`config.mk`:
```
export PLATFORM = sky130hd
export DESIGN_NAME = wpc_top
export DESIGN_NICKNAME = d
export VERILOG_FILES = /design/src/rtl/wpc_pkg.sv /design/src/rtl/wpc_frame_if.sv /design/src/rtl/wpc_shifter.sv /design/src/rtl/wpc_sync.sv /design/src/rtl/wpc_top.sv
export VERILOG_INCLUDE_DIRS = /design/src /design/src/rtl
export SDC_FILE = /design/constraint.sdc
export NUM_CORES = 1
export LEC_CHECK = 0
export BUFFER_PORTS_ARGS = -buffer_cell sky130_fd_sc_hd__buf_2
export CORE_MARGIN = 8
export CORE_UTILIZATION = 32
export DETAILED_ROUTE_END_ITERATION = 10
export HOLD_SLACK_MARGIN = 0.05
export PLACE_DENSITY = 0.56
export SLEW_MARGIN = 20
export SYNTH_ARGS = -nofsm -noshare
export SYNTH_HDL_FRONTEND = slang
export SYNTH_SLANG_ARGS = --single-unit
export TNS_END_PERCENT = 100
```
`constraint.sdc`:
```
create_clock -name CLK_SYS_IN -period 3.2 [get_ports CLK_SYS_IN]
set_input_delay 0.16 -clock CLK_SYS_IN [delete_from_list [all_inputs] [get_ports CLK_SYS_IN]]
set_output_delay 0.16 -clock CLK_SYS_IN [all_outputs]
set_load 0.02 [all_outputs]
```
`src/rtl/wpc_map.svh`:
```
// constants for the wiper otp command block: frame layout, codes, fields, timing
`ifndef WPC_MAP_SVH
`define WPC_MAP_SVH

`define WPC_FRAME_BITS    16
`define WPC_CMD_MSB       13
`define WPC_CMD_LSB       10
`define WPC_DATA_MSB      9
`define WPC_ADDR_MSB      4
`define WPC_SHDN_BIT      0
`define WPC_LAST_BIT      4'hF

`define WPC_CMD_NOP       4'h0
`define WPC_CMD_WR_WIPER  4'h1
`define WPC_CMD_RD_WIPER  4'h2
`define WPC_CMD_STORE     4'h3
`define WPC_CMD_RELOAD    4'h4
`define WPC_CMD_RD_OTP    4'h5
`define WPC_CMD_WR_CTRL   4'h6
`define WPC_CMD_RD_CTRL   4'h7
`define WPC_CMD_SHDN      4'h8

`define WPC_CTRL_PGM_EN   0
`define WPC_CTRL_UNLOCK   1
`define WPC_CTRL_CAL_SEL  2
`define WPC_CTRL_PGM_OK   3
`define WPC_CTRL_WR_MSB   2
`define WPC_CTRL_RESET    4'h0

`define WPC_MIDSCALE      10'h200
`define WPC_SLOT_COUNT    5'h14
`define WPC_ADDR_USE_LO   5'h14
`define WPC_ADDR_USE_HI   5'h15
`define WPC_USE_HALF      5'h0A

`define WPC_CLK_KHZ       20000
`define WPC_STORE_TIME_MS 6

`endif

```
`src/rtl/wpc_pkg.sv`:
```
// types shared by the wiper otp command block
package wpc_pkg;
    typedef logic [9:0]  wpc_word_t;
    typedef logic [15:0] wpc_frame_t;
    typedef enum logic [0:0] {WPC_IDLE, WPC_STORING} wpc_phase_t;

    typedef struct packed {
        logic [3:0] ff1;
        logic [3:0] ff2;
    } wpc_sync_state_t;

    typedef struct packed {
        logic       sclk_d;
        logic       sync_b_d;
        logic [3:0] bit_cnt;
        logic       whole;
        wpc_frame_t in_sh;
        wpc_frame_t out_sh;
        logic       serial_out;
        logic       done;
        wpc_frame_t word;
    } wpc_shift_state_t;

    typedef struct packed {
        wpc_phase_t       phase;
        logic [16:0]      wait_cnt;
        logic [3:0]       ctrl;
        wpc_word_t        wiper;
        logic             shdn;
        logic [4:0]       used;
        logic [19:0][9:0] slots;
        wpc_frame_t       reply;
        logic             rst_pin_d;
    } wpc_top_state_t;
endpackage

```
`src/rtl/wpc_frame_if.sv`:
```
// frame hand-off between the serial shifter and the command decoder
`timescale 1ns/100ps
interface wpc_frame_if;
    logic                done;
    wpc_pkg::wpc_frame_t word;
    wpc_pkg::wpc_frame_t reply;
    logic                serial_out;

    modport shifter (output done, output word, output serial_out, input reply);
    modport decoder (input done, input word, input serial_out, output reply);
endinterface

```
`src/rtl/wpc_shifter.sv`:
```
// serial frame shifter: samples data on clock fall, drives output on clock rise
`timescale 1ns/100ps
`include "wpc_map.svh"
module wpc_shifter (
    input  wire logic    clk_in,
    input  wire logic    rst_b_in,
    input  wire logic    clk_en_in,
    input  wire logic    sclk_in,
    input  wire logic    sync_b_in,
    input  wire logic    din_in,
    wpc_frame_if.shifter fr
);
    wpc_pkg::wpc_shift_state_t st_reg;
    wpc_pkg::wpc_shift_state_t st_next;

    always_comb begin
        st_next = st_reg;
        if (clk_en_in) begin
            // done pulse is state too, so it freezes with the enable
            st_next.done     = 1'b0;
            st_next.sclk_d   = sclk_in;
            st_next.sync_b_d = sync_b_in;
            if (st_reg.sync_b_d && !sync_b_in) begin
                st_next.out_sh  = fr.reply;
                st_next.bit_cnt = 4'h0;
                st_next.whole   = 1'b0;
            end else if (!sync_b_in) begin
                if (!st_reg.sclk_d && sclk_in) begin
                    st_next.serial_out    = st_reg.out_sh[`WPC_FRAME_BITS-1]; // RULE23
                    st_next.out_sh = {st_reg.out_sh[`WPC_FRAME_BITS-2:0], 1'b0};
                end
                if (st_reg.sclk_d && !sclk_in) begin
                    st_next.in_sh   = {st_reg.in_sh[`WPC_FRAME_BITS-2:0], din_in}; // RULE21
                    st_next.bit_cnt = st_reg.bit_cnt + 4'h1;
                    if (st_reg.bit_cnt == `WPC_LAST_BIT) begin
                        st_next.whole = 1'b1;
                    end
                end
            end else if (!st_reg.sync_b_d) begin
                // a frame counts only on a whole multiple of 16 bits
                st_next.done = st_reg.whole && (st_reg.bit_cnt == 4'h0); // RULE21
                st_next.word = st_reg.in_sh;
                st_next.serial_out  = 1'b1;
            end
        end
    end

    always_ff @(posedge clk_in or negedge rst_b_in) begin
        if (!rst_b_in) begin
            st_reg <= '{sclk_d: 1'b1, sync_b_d: 1'b1, bit_cnt: 4'h0, whole: 1'b0,
                        in_sh: 16'h0000, out_sh: 16'h0000, serial_out: 1'b1, done: 1'b0,
                        word: 16'h0000};
        end else begin
            st_reg <= st_next;
        end
    end

    assign fr.done = st_reg.done;
    assign fr.word = st_reg.word;
    assign fr.serial_out  = st_reg.serial_out;
endmodule

```
`src/rtl/wpc_sync.sv`:
```
// two flip-flop synchroniser for pin inputs
`timescale 1ns/100ps
module wpc_sync (
    input  wire logic       clk_in,
    input  wire logic       rst_b_in,
    input  wire logic       clk_en_in,
    input  wire logic [3:0] async_in,
    output logic      [3:0] sync_out
);
    wpc_pkg::wpc_sync_state_t st_reg;
    wpc_pkg::wpc_sync_state_t st_next;

    always_comb begin
        st_next = st_reg;
        if (clk_en_in) begin
            st_next.ff1 = async_in;
            st_next.ff2 = st_reg.ff1;
        end
    end

    // reset level of all pins is high: frame select, clock, data, reset pin
    always_ff @(posedge clk_in or negedge rst_b_in) begin
        if (!rst_b_in) begin
            st_reg <= '{ff1: 4'hF, ff2: 4'hF};
        end else begin
            st_reg <= st_next;
        end
    end

    assign sync_out = st_reg.ff2;
endmodule

```
`src/rtl/wpc_top.sv`:
```
// command and control core of a serially programmed potentiometer with 20-slot otp
// Notes on behaviour
// RULE1 - after power-up wiper and otp writes are refused until control bits set
// RULE2 - with unlock bit 0 wiper writes ignored; only reload or reset pin reload it
// RULE3 - host sets unlock bit with control write, code 6, before wiper writes
// RULE4 - program enable resets 0; store refused while it is 0
// RULE5 - control register occupies data bits 3..0; bits 9..4 ignored on write
// RULE6 - calibration select 0 is resistor performance mode, 1 is normal mode
// RULE7 - program-success bit is 1 after a good store, 0 by default
// RULE8 - while locked wiper holds last stored value, or midscale if none stored
// RULE9 - code 1 with unlock set loads data field into wiper register
// RULE10 - code 3 copies wiper into next otp slot within 6 ms, ready shows done
// RULE11 - code 5 takes five low data bits as slot; next frame returns it
// RULE12 - addresses 0x00..0x13 return programmed values in programming order
// RULE13 - addresses 0x14, 0x15 give thermometer usage; ones minus one is last slot
// RULE14 - with no slot programmed both usage words are all zero
// RULE15 - code 8 with bit 0 set enters shutdown: A open, wiper to B
// RULE16 - shutdown keeps wiper register and all commands still work
// RULE17 - code 8 with bit 0 clear leaves shutdown
// RULE18 - after word 0x1C00 the next reply holds control register in low four bits
// RULE19 - after word 0x0800 the next reply holds wiper register in low ten bits
// RULE20 - word 0x1803 sets unlock and program enable together
// RULE21 - frames are 16 bits msb first: 00, 4-bit code, 10 data; decoded on select rise
// RULE22 - reset pin rising edge reloads wiper from last slot, control to defaults; code drops an edge that arrives while storing
// RULE23 - serial output changes on serial clock rising edges
// RULE24 - without a read command the reply echoes the previous input word
// RULE25 - frames ignored while storing; store refused when all 20 slots used
`timescale 1ns/100ps
`include "wpc_map.svh"
module wpc_top #(
    parameter int unsigned STORE_CYCLES = `WPC_STORE_TIME_MS * `WPC_CLK_KHZ
) (
    input  wire logic       CLK_SYS_IN,
    input  wire logic       RST_B_IN,
    input  wire logic       CLK_EN_IN,
    input  wire logic       SYNC_B_IN,
    input  wire logic       SCLK_IN,
    input  wire logic       DIN_IN,
    input  wire logic       HW_RESET_B_IN,
    output logic            SDO_OUT,
    output logic            SDO_OE_B_OUT,
    output logic            RDY_OUT,
    output logic      [9:0] WIPER_OUT,
    output logic            SHUTDOWN_OUT,
    output logic            RES_PERF_MODE_OUT,
    output logic      [3:0] CONTROL_OUT,
    output logic      [4:0] SLOTS_USED_OUT
);
    wpc_pkg::wpc_top_state_t st_reg;
    wpc_pkg::wpc_top_state_t st_next;

    logic [3:0] pins_sync;
    wpc_frame_if fr ();

    // frame select, clock, data and reset pin all come from outside this clock
    wpc_sync u_sync (
        .clk_in    (CLK_SYS_IN),
        .rst_b_in  (RST_B_IN),
        .clk_en_in (CLK_EN_IN),
        .async_in  ({HW_RESET_B_IN, DIN_IN, SCLK_IN, SYNC_B_IN}),
        .sync_out  (pins_sync)
    );

    wpc_shifter u_shift (
        .clk_in    (CLK_SYS_IN),
        .rst_b_in  (RST_B_IN),
        .clk_en_in (CLK_EN_IN),
        .sclk_in   (pins_sync[1]),
        .sync_b_in (pins_sync[0]),
        .din_in    (pins_sync[2]),
        .fr        (fr)
    );

    logic [3:0]          cmd;
    wpc_pkg::wpc_word_t  data;
    logic [4:0]          addr;
    wpc_pkg::wpc_word_t  stored_val;
    wpc_pkg::wpc_word_t  use_lo;
    wpc_pkg::wpc_word_t  use_hi;
    wpc_pkg::wpc_word_t  otp_read;
    logic                rst_pin_rise;
    logic                store_ok;

    assign cmd  = fr.word[`WPC_CMD_MSB:`WPC_CMD_LSB];
    assign data = fr.word[`WPC_DATA_MSB:0];
    assign addr = fr.word[`WPC_ADDR_MSB:0];
    assign rst_pin_rise = !st_reg.rst_pin_d && pins_sync[3];
    assign store_ok = st_reg.ctrl[`WPC_CTRL_PGM_EN] && (st_reg.used < `WPC_SLOT_COUNT);

    // value a reload restores: the newest slot, midscale on a blank part
    always_comb begin
        if (st_reg.used == 5'h00) begin
            stored_val = `WPC_MIDSCALE; // RULE8
        end else begin
            stored_val = st_reg.slots[st_reg.used - 5'h01]; // RULE22
        end
    end

    // thermometer usage words fill from bit 0 upward, low word first
    always_comb begin
        use_lo = 10'h000;
        use_hi = 10'h000;
        for (int i = 0; i < 10; i++) begin
            use_lo[i] = (st_reg.used > 5'(i)); // RULE13 RULE14
            use_hi[i] = (st_reg.used > 5'(i) + `WPC_USE_HALF); // RULE13 RULE14
        end
    end

    always_comb begin
        if (addr < `WPC_SLOT_COUNT) begin
            otp_read = st_reg.slots[addr]; // RULE12
        end else if (addr == `WPC_ADDR_USE_LO) begin
            otp_read = use_lo;
        end else if (addr == `WPC_ADDR_USE_HI) begin
            otp_read = use_hi;
        end else begin
            otp_read = 10'h000;
        end
    end

    always_comb begin
        st_next = st_reg;
        if (CLK_EN_IN) begin
            st_next.rst_pin_d = pins_sync[3];
            case (st_reg.phase)
                wpc_pkg::WPC_IDLE: begin
                    if (fr.done) begin
                        st_next.reply = fr.word; // RULE24
                        case (cmd)
                            `WPC_CMD_WR_WIPER: begin
                                if (st_reg.ctrl[`WPC_CTRL_UNLOCK]) begin
                                    st_next.wiper = data; // RULE1 RULE2 RULE9
                                end
                            end
                            `WPC_CMD_RD_WIPER: begin
                                st_next.reply = {6'h00, st_reg.wiper}; // RULE19
                            end
                            `WPC_CMD_STORE: begin
                                if (store_ok) begin
                                    st_next.phase    = wpc_pkg::WPC_STORING; // RULE10
                                    st_next.wait_cnt = 17'h00000;
                                end else begin
                                    // refused: not enabled or otp exhausted
                                    st_next.ctrl[`WPC_CTRL_PGM_OK] = 1'b0; // RULE1 RULE4 RULE25
                                end
                            end
                            `WPC_CMD_RELOAD: begin
                                st_next.wiper = stored_val; // RULE2
                            end
                            `WPC_CMD_RD_OTP: begin
                                st_next.reply = {6'h00, otp_read}; // RULE11
                            end
                            `WPC_CMD_WR_CTRL: begin
                                // success flag stays hardware-owned
                                st_next.ctrl[`WPC_CTRL_WR_MSB:0] =
                                    data[`WPC_CTRL_WR_MSB:0]; // RULE5 RULE20
                            end
                            `WPC_CMD_RD_CTRL: begin
                                st_next.reply = {12'h000, st_reg.ctrl}; // RULE18
                            end
                            `WPC_CMD_SHDN: begin
                                st_next.shdn = data[`WPC_SHDN_BIT]; // RULE15 RULE16 RULE17
                            end
                            default: begin
                            end
                        endcase
                    end
                end
                wpc_pkg::WPC_STORING: begin
                    // frames arriving now are dropped, reply word keeps its value
                    if (st_reg.wait_cnt == 17'(STORE_CYCLES - 1)) begin
                        st_next.phase                  = wpc_pkg::WPC_IDLE;
                        st_next.slots[st_reg.used]     = st_reg.wiper; // RULE10 RULE12
                        st_next.used                   = st_reg.used + 5'h01;
                        st_next.ctrl[`WPC_CTRL_PGM_OK] = 1'b1; // RULE7
                    end else begin
                        st_next.wait_cnt = st_reg.wait_cnt + 17'h00001; // RULE25
                    end
                end
                default: begin
                    st_next.phase = wpc_pkg::WPC_IDLE;
                end
            endcase
            // pin reset wins over a command in the same cycle, but not over a store
            if (rst_pin_rise && st_reg.phase == wpc_pkg::WPC_IDLE) begin
                st_next.wiper = stored_val; // RULE22
                st_next.ctrl  = `WPC_CTRL_RESET; // RULE22
            end
        end
    end

    // otp contents start blank here; a real part keeps them across power cycles
    always_ff @(posedge CLK_SYS_IN or negedge RST_B_IN) begin
        if (!RST_B_IN) begin
            st_reg.phase     <= wpc_pkg::WPC_IDLE;
            st_reg.wait_cnt  <= 17'h00000;
            st_reg.ctrl      <= `WPC_CTRL_RESET; // RULE1 RULE4 RULE6 RULE7
            st_reg.wiper     <= `WPC_MIDSCALE; // RULE8
            st_reg.shdn      <= 1'b0;
            st_reg.used      <= 5'h00;
            st_reg.slots     <= '0;
            st_reg.reply     <= 16'h0000;
            st_reg.rst_pin_d <= 1'b1;
        end else begin
            st_reg <= st_next;
        end
    end

    assign fr.reply = st_reg.reply;

    // open drain: only ever pulls low, enable low while pulling
    assign SDO_OUT           = 1'b0;
    assign SDO_OE_B_OUT      = fr.serial_out; // RULE23
    assign RDY_OUT           = (st_reg.phase == wpc_pkg::WPC_IDLE); // RULE10
    assign WIPER_OUT         = st_reg.wiper;
    assign SHUTDOWN_OUT      = st_reg.shdn; // RULE15
    assign RES_PERF_MODE_OUT = !st_reg.ctrl[`WPC_CTRL_CAL_SEL]; // RULE6
    assign CONTROL_OUT       = st_reg.ctrl;
    assign SLOTS_USED_OUT    = st_reg.used;
endmodule

```
==> results of run 1 <==
## metal layers
layer	up-vias	wire length [µm]	global-route usage, %	share of wire, %
li1	4936	-	-	-
met3	84	3530	3.50	7.3
met2	385	22100	24.5	46
met4	2	1300	4.93	2.7
met1	5952	21300	22.2	44
met5	-	10	0	0.021
## final timing paths
kind / from / end / slack, ns / cells after the start
worst min-delay path: CLK_EN_IN / u_shift.fr.done$_DFFE_PN0P_ / 0.13 / 3
worst max-delay path: SLOTS_USED_OUT[1]$_DFFE_PN0P_ / WIPER_OUT[7]$_DFFE_PN0P_ / 0.33 / 9
max in group asynchronous: RST_B_IN / st_reg[45]$_DFFE_PN0P_ / 2.04 / 3
min in group asynchronous: RST_B_IN / st_reg[247]$_DFFE_PN0P_ / 0.21 / 2
worst min register to register: u_shift.st_reg[28]$_DFFE_PN0P_ / u_shift.st_reg[28]$_DFFE_PN0P_ / 0.48 / 2
worst max register to register: SLOTS_USED_OUT[1]$_DFFE_PN0P_ / WIPER_OUT[7]$_DFFE_PN0P_ / 0.33 / 9
## cells in the final DEF, fill, tap and decap left out, types with 19 or more instances in the layout
cell type  synthesis  final
mux4_2            99     99
o22ai_1           19     19
a21oi_1           30     30
nand2_1           77     77
o21ai_0           37     37
mux2_2           246    246
nor2_1            60     60
buf_2             12     28
buf_4             22     50
clkbuf_16          0     37
dfrtp_1          307    304
mux2i_1           41     41
## per-stage QoR
stage	hold WS [ns]	instances	power, mW	util [%]	setup WS [ns]
after floorplan	-0.136	1300	5.07	-	0.0648
after global placement	0.201	1967	5.45	34.2	0.426
after detailed placement	0.208	1967	5.47	34.2	0.380
after CTS	0.112	2037	9.67	36.5	0.365
after global routing	0.144	2037	9.91	36.5	0.130
final	0.128	2037	9.52	36.5	0.325
## final cells by class
class	instances	area, µm²
clock buffer	54	1060
clock inverter	11	113
fill	5032	33300
inverter	9	33.8
multi-input combinational	865	8360
sequential	320	8030
tap	688	861
timing repair buffer	90	701
## repair_timing
action	in CTS	in global routing
hold endpoints to repair	77	0
hold buffers	5	0
endpoints found under the setup margin	0	0
buffers inserted	0	0
## where the power goes
group          internal [mW]  leakage [nW]  switching (mW)
registers               4.19          4.38           0.167
logic                  0.432          3.39           0.589
clock network           2.46         0.583            1.68
## cell families (layout without fill, tap and decap cells)
family          count (synthesis)  in the layout  synth area share (%)
buf+inv                       115            164                  3.19
fa+ha+maj                       9              9                 0.666
compound gates                182            182                  7.29
flops                         320            320                  47.4
simple gates                  265            265                  8.07
xor+xnor                       21             21                  1.20
other cells                     1              1                0.0222
mux                           387            387                  32.1
## worst reg2reg max path: stages (launching register included)
cell and delay, ns:
dfrtp_1 0.38, inv_1 0.13, ha_1 0.30, buf_4 0.18, o21ba_2 0.16, o21a_1 0.17
nor2_1 0.78, o22ai_1 0.21, a222oi_1 0.34, nand3_1 0.11
## Yosys cell counts, types with 5 or more instances
cell and count:
a21o_1 5, a21oi_1 30, a222oi_1 9, a22o_1 5
a22oi_1 13, and3_1 9, buf_1 9, buf_2 12
buf_4 22, clkbuf_1 62, dfrtp_1 307, dfstp_2 13
ha_1 9, inv_1 7, mux2_2 246, mux2i_1 41
mux4_2 99, nand2_1 77, nand3_1 18, nand3b_1 6
nand4_1 6, nor2_1 60, nor2_2 15, nor2_4 5
nor2b_1 17, nor3_1 14, o2111ai_1 5, o211ai_1 5
o21ai_0 37, o22ai_1 19, o31ai_1 16, or3_1 5
xor2_1 16
==> reports/summary.md, run 1 <==
For this block, the routed nets add up to 48,300 µm of wire. The area growth from synthesis to layout is 13.2%. Dividing the detail-routed wire length by the instance count gives 23.7 µm. The final-layout setup total negative slack is 0 ns, and the overall die height is 246 µm.

The placed wire-length estimate was 31,600 µm. The later-pin clock latency in the skew report is 0.54 ns, and the I/O pin count is 31. The logs give 0 for the max-slew violation total from the final report and 0.916 for the last weighted congestion value of the routability-driven placer. The width of the die was 246 µm.

Global routing used 15.9% of the available tracks. Slew at the pin with the worst max-slew slack: 1.11 ns. Summed over all cells, the static leakage comes to 8.36 nW.

Summing all placed instances gives a cell area of 17,900 µm². The run gives 320 as the count of clock tree sinks. The core region is 52,400 µm². The post-synthesis instance area was 16,900 µm²; the first-pass GRT wire length was 74,300 µm. For this run, the number of Yosys warnings is 0. The floorplan die area is 60,500 µm², and the cell area power density is 497 nW/µm².

The number of gates resized after CTS was 0. Port buffering added 29 buffers. Using the TritonRoute via totals, the vias-per-cell ratio works out to 5.58.

No sink is reached through more buffers than the 3 on the longest clock path. The final number of setup-violating endpoints was 0. The type of the worst setup path is flip-flop to flip-flop. The worst setup path is launched from a flip-flop. STA puts the critical path data arrival time at 3.30 ns. Along the worst path, the maximum fanout reaches 10.

For the number of buffers inserted during clock tree synthesis, the log shows 36. The detail route stage leaves a number of antenna-violating nets equal to 0. The maximum clock skew at final layout is 0.0225 ns, and the number of H-tree levels is 2. Summed over all layers, the global routing overflow is 0.

The largest single stage delay on the critical path is 0.78 ns. The post-synthesis net count was 1,316. Share of post-route cells with drive strength above 1: 39.9%. The most used flip-flop cell after synthesis was dfrtp_1. The synthesized design contains 0 enable-type register cells. The DRC violation count after routing is 0. After synthesis, the mean cell area works out to 13.0 µm². Setup repair after global routing left no endpoint under its margin. In this run, the number of DRC markers left after iteration 0 of detailed routing was 1,030.

For the first-pass iteration count of the detailed router, the log shows 6. The flow ran to the end, and the final reports show no timing, DRC or antenna violations. The initial core utilization was 32.3%; the total buffers and inverters traversed by the critical path was 2. The slowest stage of the critical path is the nor2_1 cell. At the end of the flow, the number of nets in the layout was 1,338. Synthesis inferred 320 register bits. The initialized floorplan defines 84 standard-cell rows. The flip-flop count of the largest register after layout came out at 219. For this run, asynchronously set or reset flops after synthesis account for 100%. TritonCTS built the clock tree. STA classifies the critical path endpoint as a flip-flop.

For the count of final hold-check violations, the log shows 0. The run gives 0 as the max capacitance violation total. The cell family with the largest share of critical-path delay was simple AND/OR/NAND/NOR gates.

The clock transition time at the flip-flop clock pins of the worst setup and hold paths is 0.06 ns. Summed over its instances, the top area cell type makes up 45.4% of the synthesized netlist area. In the post-synthesis netlist, the biggest area contributors are dfrtp_1 (45%), mux2_2 (16%), mux4_2 (13%), mux2i_1 (2.4%), dfstp_2 (2.0%).

Counting every instance in the synthesized netlist gives 1,300. The run gives 348 MHz as the maximum frequency from static timing analysis. The cell accounting for the most synthesized area was dfrtp_1. The tools report the number of antenna violations at the first check in global routing as 2. For the worst setup path, the data required time is 3.62 ns. Entering global routing, the biggest net connects 85 pins.

The number of global-route vias before repair came out at 11,466. The path type of the worst min-delay path was input port to flip-flop. The maximum ir drop on the vdd rail came out at 306 µV.

After layout, the worst path uses 89.8% of the clock period. For the finished layout, the period the worst path requires is 2.87 ns. The post-route cell area is 19,200 µm², and the worst slew margin relative to its limit is 25.9%.

Walking the worst path, the cells encountered are inv_1 > ha_1 > buf_4 > o21ba_2 > o21a_1 > nor2_1 > o22ai_1 > a222oi_1 > nand3_1. Summing over every cut layer, the via total after detailed routing is 11,359. Sequential elements use 47.4% of the synthesized area. The run gives 0 as the antenna diode count.

The number of library cell types mapped by synthesis came out at 70. The cell sitting at the root of the clock tree is a clkbuf_16.
Power figures use the tool's default switching activity.
==> run 2, diff against run 1 <==
--- a/config.mk
+++ b/config.mk
@@ -11,7 +11,7 @@
 export CORE_UTILIZATION = 32
 export DETAILED_ROUTE_END_ITERATION = 10
 export HOLD_SLACK_MARGIN = 0.05
-export PLACE_DENSITY = 0.56
+export PLACE_DENSITY = 0.47
 export SLEW_MARGIN = 20
 export SYNTH_ARGS = -nofsm -noshare
 export SYNTH_HDL_FRONTEND = slang
==> reports/summary.md, run 2 (same netlist as run 1, synthesis figures left out) <==
The tools report the post-layout utilization of the core as 36.9% (was 36.5%). The layout net count was 1,348 (was 1,338); the post-layout worst setup margin was 0.288 ns (was 0.325 ns). The maximum buffer depth of the clock tree is 3 (unchanged), and the later-pin clock latency in the skew report is 0.56 ns (was 0.54 ns).

Most heavily used metal layer in global routing: met2 (unchanged). The run gives 3 (was 2) as the number of antenna violations at the first check in global routing. The switching part of the total is 25.5% (was 25.6%). The final routed wire length divided by cell count is 24.6 µm (was 23.7 µm). Highest-count cells in the layout ignoring fill and taps: dfrtp_1 (304), mux2_2 (246), mux4_2 (99), nand2_1 (77), nor2_1 (60) (unchanged). The initial core utilization is 32.3% (unchanged), and the site row count is 84 (unchanged).

Maximum frequency from static timing analysis: 343 MHz (was 348 MHz). The maximum number of pins on one net before global-route repair is 103 (was 85). The area of the placeable core is 52,400 µm² (unchanged). The clock transition time at the flip-flop clock pins of the worst setup and hold paths works out to 0.06 ns (about the same).

The tools report the final-layout setup total negative slack as 0 ns (unchanged). The width of the die is 246 µm (unchanged). The count of clock tree sinks came out at 320 (unchanged). The placed wire-length estimate is 33,600 µm (was 31,600 µm). For the maximum clock skew at final layout, the log shows 0.0235 ns (was 0.0225 ns). The met1 usage in global routing came out at 22.5% (was 22.2%). The first-pass iteration count of the detailed router was 7 (was 6); the antenna diode count was 0 (unchanged). The tools report the number of buffers added to fix hold violations after cts as 6 (was 5).

The path type of the worst min-delay path is input port to async pin (was input port to flip-flop). The run finished with clean final reports. The run gives 10.7% (about the same) as the combinational power share. For the worst slew margin relative to its limit, the log shows 22.9% (was 25.9%). Slew at the pin with the worst max-slew slack: 1.15 ns (was 1.11 ns). The number of violations reported at the end of detailed-routing iteration 0 was 779 (was 1,030); the final wirelength was 50,400 µm (was 48,300 µm). The max capacitance violation total came out at 0 (unchanged). The part of the total power dissipated in the clock network is 45.4% (was 43.5%), and the post-cts resize count is 0 (unchanged).

The run gives 0.851 (was 0.916) as the last weighted congestion value of the routability-driven placer. The tools report the DRC violation count after routing as 0 (unchanged). The run gives 31 (unchanged) as the I/O pin count. The global-route met3 utilization was 3.94% (was 3.50%); the final number of setup-violating endpoints was 0 (unchanged). The post-detailed-route via-to-cell ratio is 5.55 (was 5.58), and the remaining global-route overflow is 0 (unchanged). For the count of final hold-check violations, the log shows 0 (unchanged).

The critical path launch point type was a flip-flop (unchanged). Setup repair after global routing left no endpoint under its margin. The run gives 2.53 mW (was 2.44 mW) as the net load switching power.

The reported leakage power was 8.45 nW (was 8.36 nW). The placement-stage cell area was 18,000 µm² (was 17,900 µm²); the number of global-route vias before repair was 11,602 (was 11,466). The run gives 11,379 (was 11,359) as the count of vias placed by the detailed router. The internal power came out at 7.39 mW (was 7.08 mW).

The logs give 60,500 µm² (unchanged) for the floorplan die area and 364 µV (was 306 µV) for the maximum ir drop on the vdd rail. The met2 track demand over resource in global routing was 25.8% (was 24.5%); the biggest fanout along the worst timing path was 19 (was 10). The type of the worst setup path is flip-flop to flip-flop (unchanged). The number of H-tree levels came out at 2 (unchanged). The logs give 0 (unchanged) for the max-slew violation total from the final report and 0.29 ns (was 0.33 ns) for the worst-case register-to-register setup slack. The capture instance of the worst register-to-register path was WIPER_OUT[4]$_DFFE_PN0P_ (was WIPER_OUT[7]$_DFFE_PN0P_).

The count of buffers added by post-CTS timing repair for setup is 0 (unchanged). The overall global routing resource usage is 16.7% (was 15.9%). The relative area change from synthesis to final layout works out to 14.5% (was 13.2%).

The launching point of the worst reg2reg path is SLOTS_USED_OUT[0]$_DFFE_PN0P_ (was SLOTS_USED_OUT[1]$_DFFE_PN0P_). TritonCTS built the clock tree. The number of placed cells counting well taps came out at 1,973 (was 1,967). The endpoint type of the worst setup path is a flip-flop (unchanged). The share of post-route cells with drive strength above 1 is 40.0% (was 39.9%). The library cell used as clock root buffer was clkbuf_16 (unchanged). The cell area power density is 513 nW/µm² (was 497 nW/µm²), and the flip-flop count of the largest register after layout is 219 (unchanged). The overall die height is 246 µm (unchanged).

The final period utilization is 91.0% (was 89.8%), and the time the final worst path needs with I/O delays and setup is 2.91 ns (was 2.87 ns). The required time at the endpoint of the critical path was 3.62 ns (about the same); the final non-filler cell total was 2,049 (was 2,037). Logic depth of the worst register-to-register path: 7 (was 9).

The post-route cell area is 19,400 µm² (was 19,200 µm²). The run gives 0 (unchanged) as the number of routed nets with antenna violations. Leading cell type in the layout, fill and taps excluded: dfrtp_1 (unchanged). The tools report the first-pass GRT wire length as 77,200 µm (was 74,300 µm). The number of buffer cells added on primary ports came out at 29 (unchanged). The number of buffers inserted during clock tree synthesis was 39 (was 36); the data arrival at the endpoint of the critical path was 3.33 ns (was 3.30 ns).

The logs give 0.118 ns (was 0.380 ns) for the worst setup slack before clock tree synthesis and 43.9% (was 45.8%) for the sequential fraction of design power.
[run 2: how the worst max path moves through the flow]
stage                                              start                        to  slack (ns)  depth (start not counted)
final                      SLOTS_USED_OUT[0]$_DFFE_PN0P_  WIPER_OUT[4]$_DFFE_PN0P_        0.29                          7
after global routing      u_shift.fr.word[1]$_DFFE_PN0P_   fr.reply[7]$_DFFE_PN0P_       0.009                          7
after CTS                 u_shift.fr.word[1]$_DFFE_PN0P_   fr.reply[7]$_DFFE_PN0P_        0.10                          7
after detailed placement  u_shift.fr.word[1]$_DFFE_PN0P_   fr.reply[7]$_DFFE_PN0P_        0.12                          7
after global placement    u_shift.fr.word[1]$_DFFE_PN0P_   fr.reply[7]$_DFFE_PN0P_         0.1                          7
after floorplan            SLOTS_USED_OUT[0]$_DFFE_PN0P_  WIPER_OUT[7]$_DFFE_PN0P_        0.06                         10
[run 2: final cells by class]
cell class              count  area [µm²]
clock buffers              62        1170
clock inverters             8         115
fillers                  5018       33100
inverters                   9        33.8
multi-input cells         865        8360
flip-flops and latches    320        8030
well taps                 688         861
repair buffers             97         793
[run 2: power by group through the flow]
stage / registers [mW] / clock network (mW) / logic, mW
2_1_floorplan: 4.33 / 0 / 0.735
3_3_place_gp: 4.43 / 0 / 1.08
3_5_place_dp: 4.43 / 0 / 1.08
4_1_cts: 4.36 / 4.65 / 1.09
5_1_grt: 4.38 / 4.82 / 1.16
6_report: 4.36 / 4.50 / 1.06
[run 2: routing by layer]
layer	vias to the layer above	part of all wire, %
met3	118	6.4
li1	4963	-
met1	5930	44
met5	-	0.046
met2	364	46
met4	4	3.8
[run 2: per-stage QoR]
step / total power, mW / hold WS [ns]
5_1_grt: 10.4 / 0.325
3_3_place_gp: 5.51 / 0.288
2_1_floorplan: 5.07 / -0.136
3_5_place_dp: 5.51 / 0.295
6_report: 9.93 / 0.245
4_1_cts: 10.1 / 0.293
[run 2: critical path, stage by stage (launching register included)]
cell and delay (ns):
dfrtp_2 0.41, buf_4 0.22, or3_1 0.38, nor2b_1 0.16, nor2_1 0.86, o22ai_1 0.23, a222oi_1 0.36, nand3_1 0.13
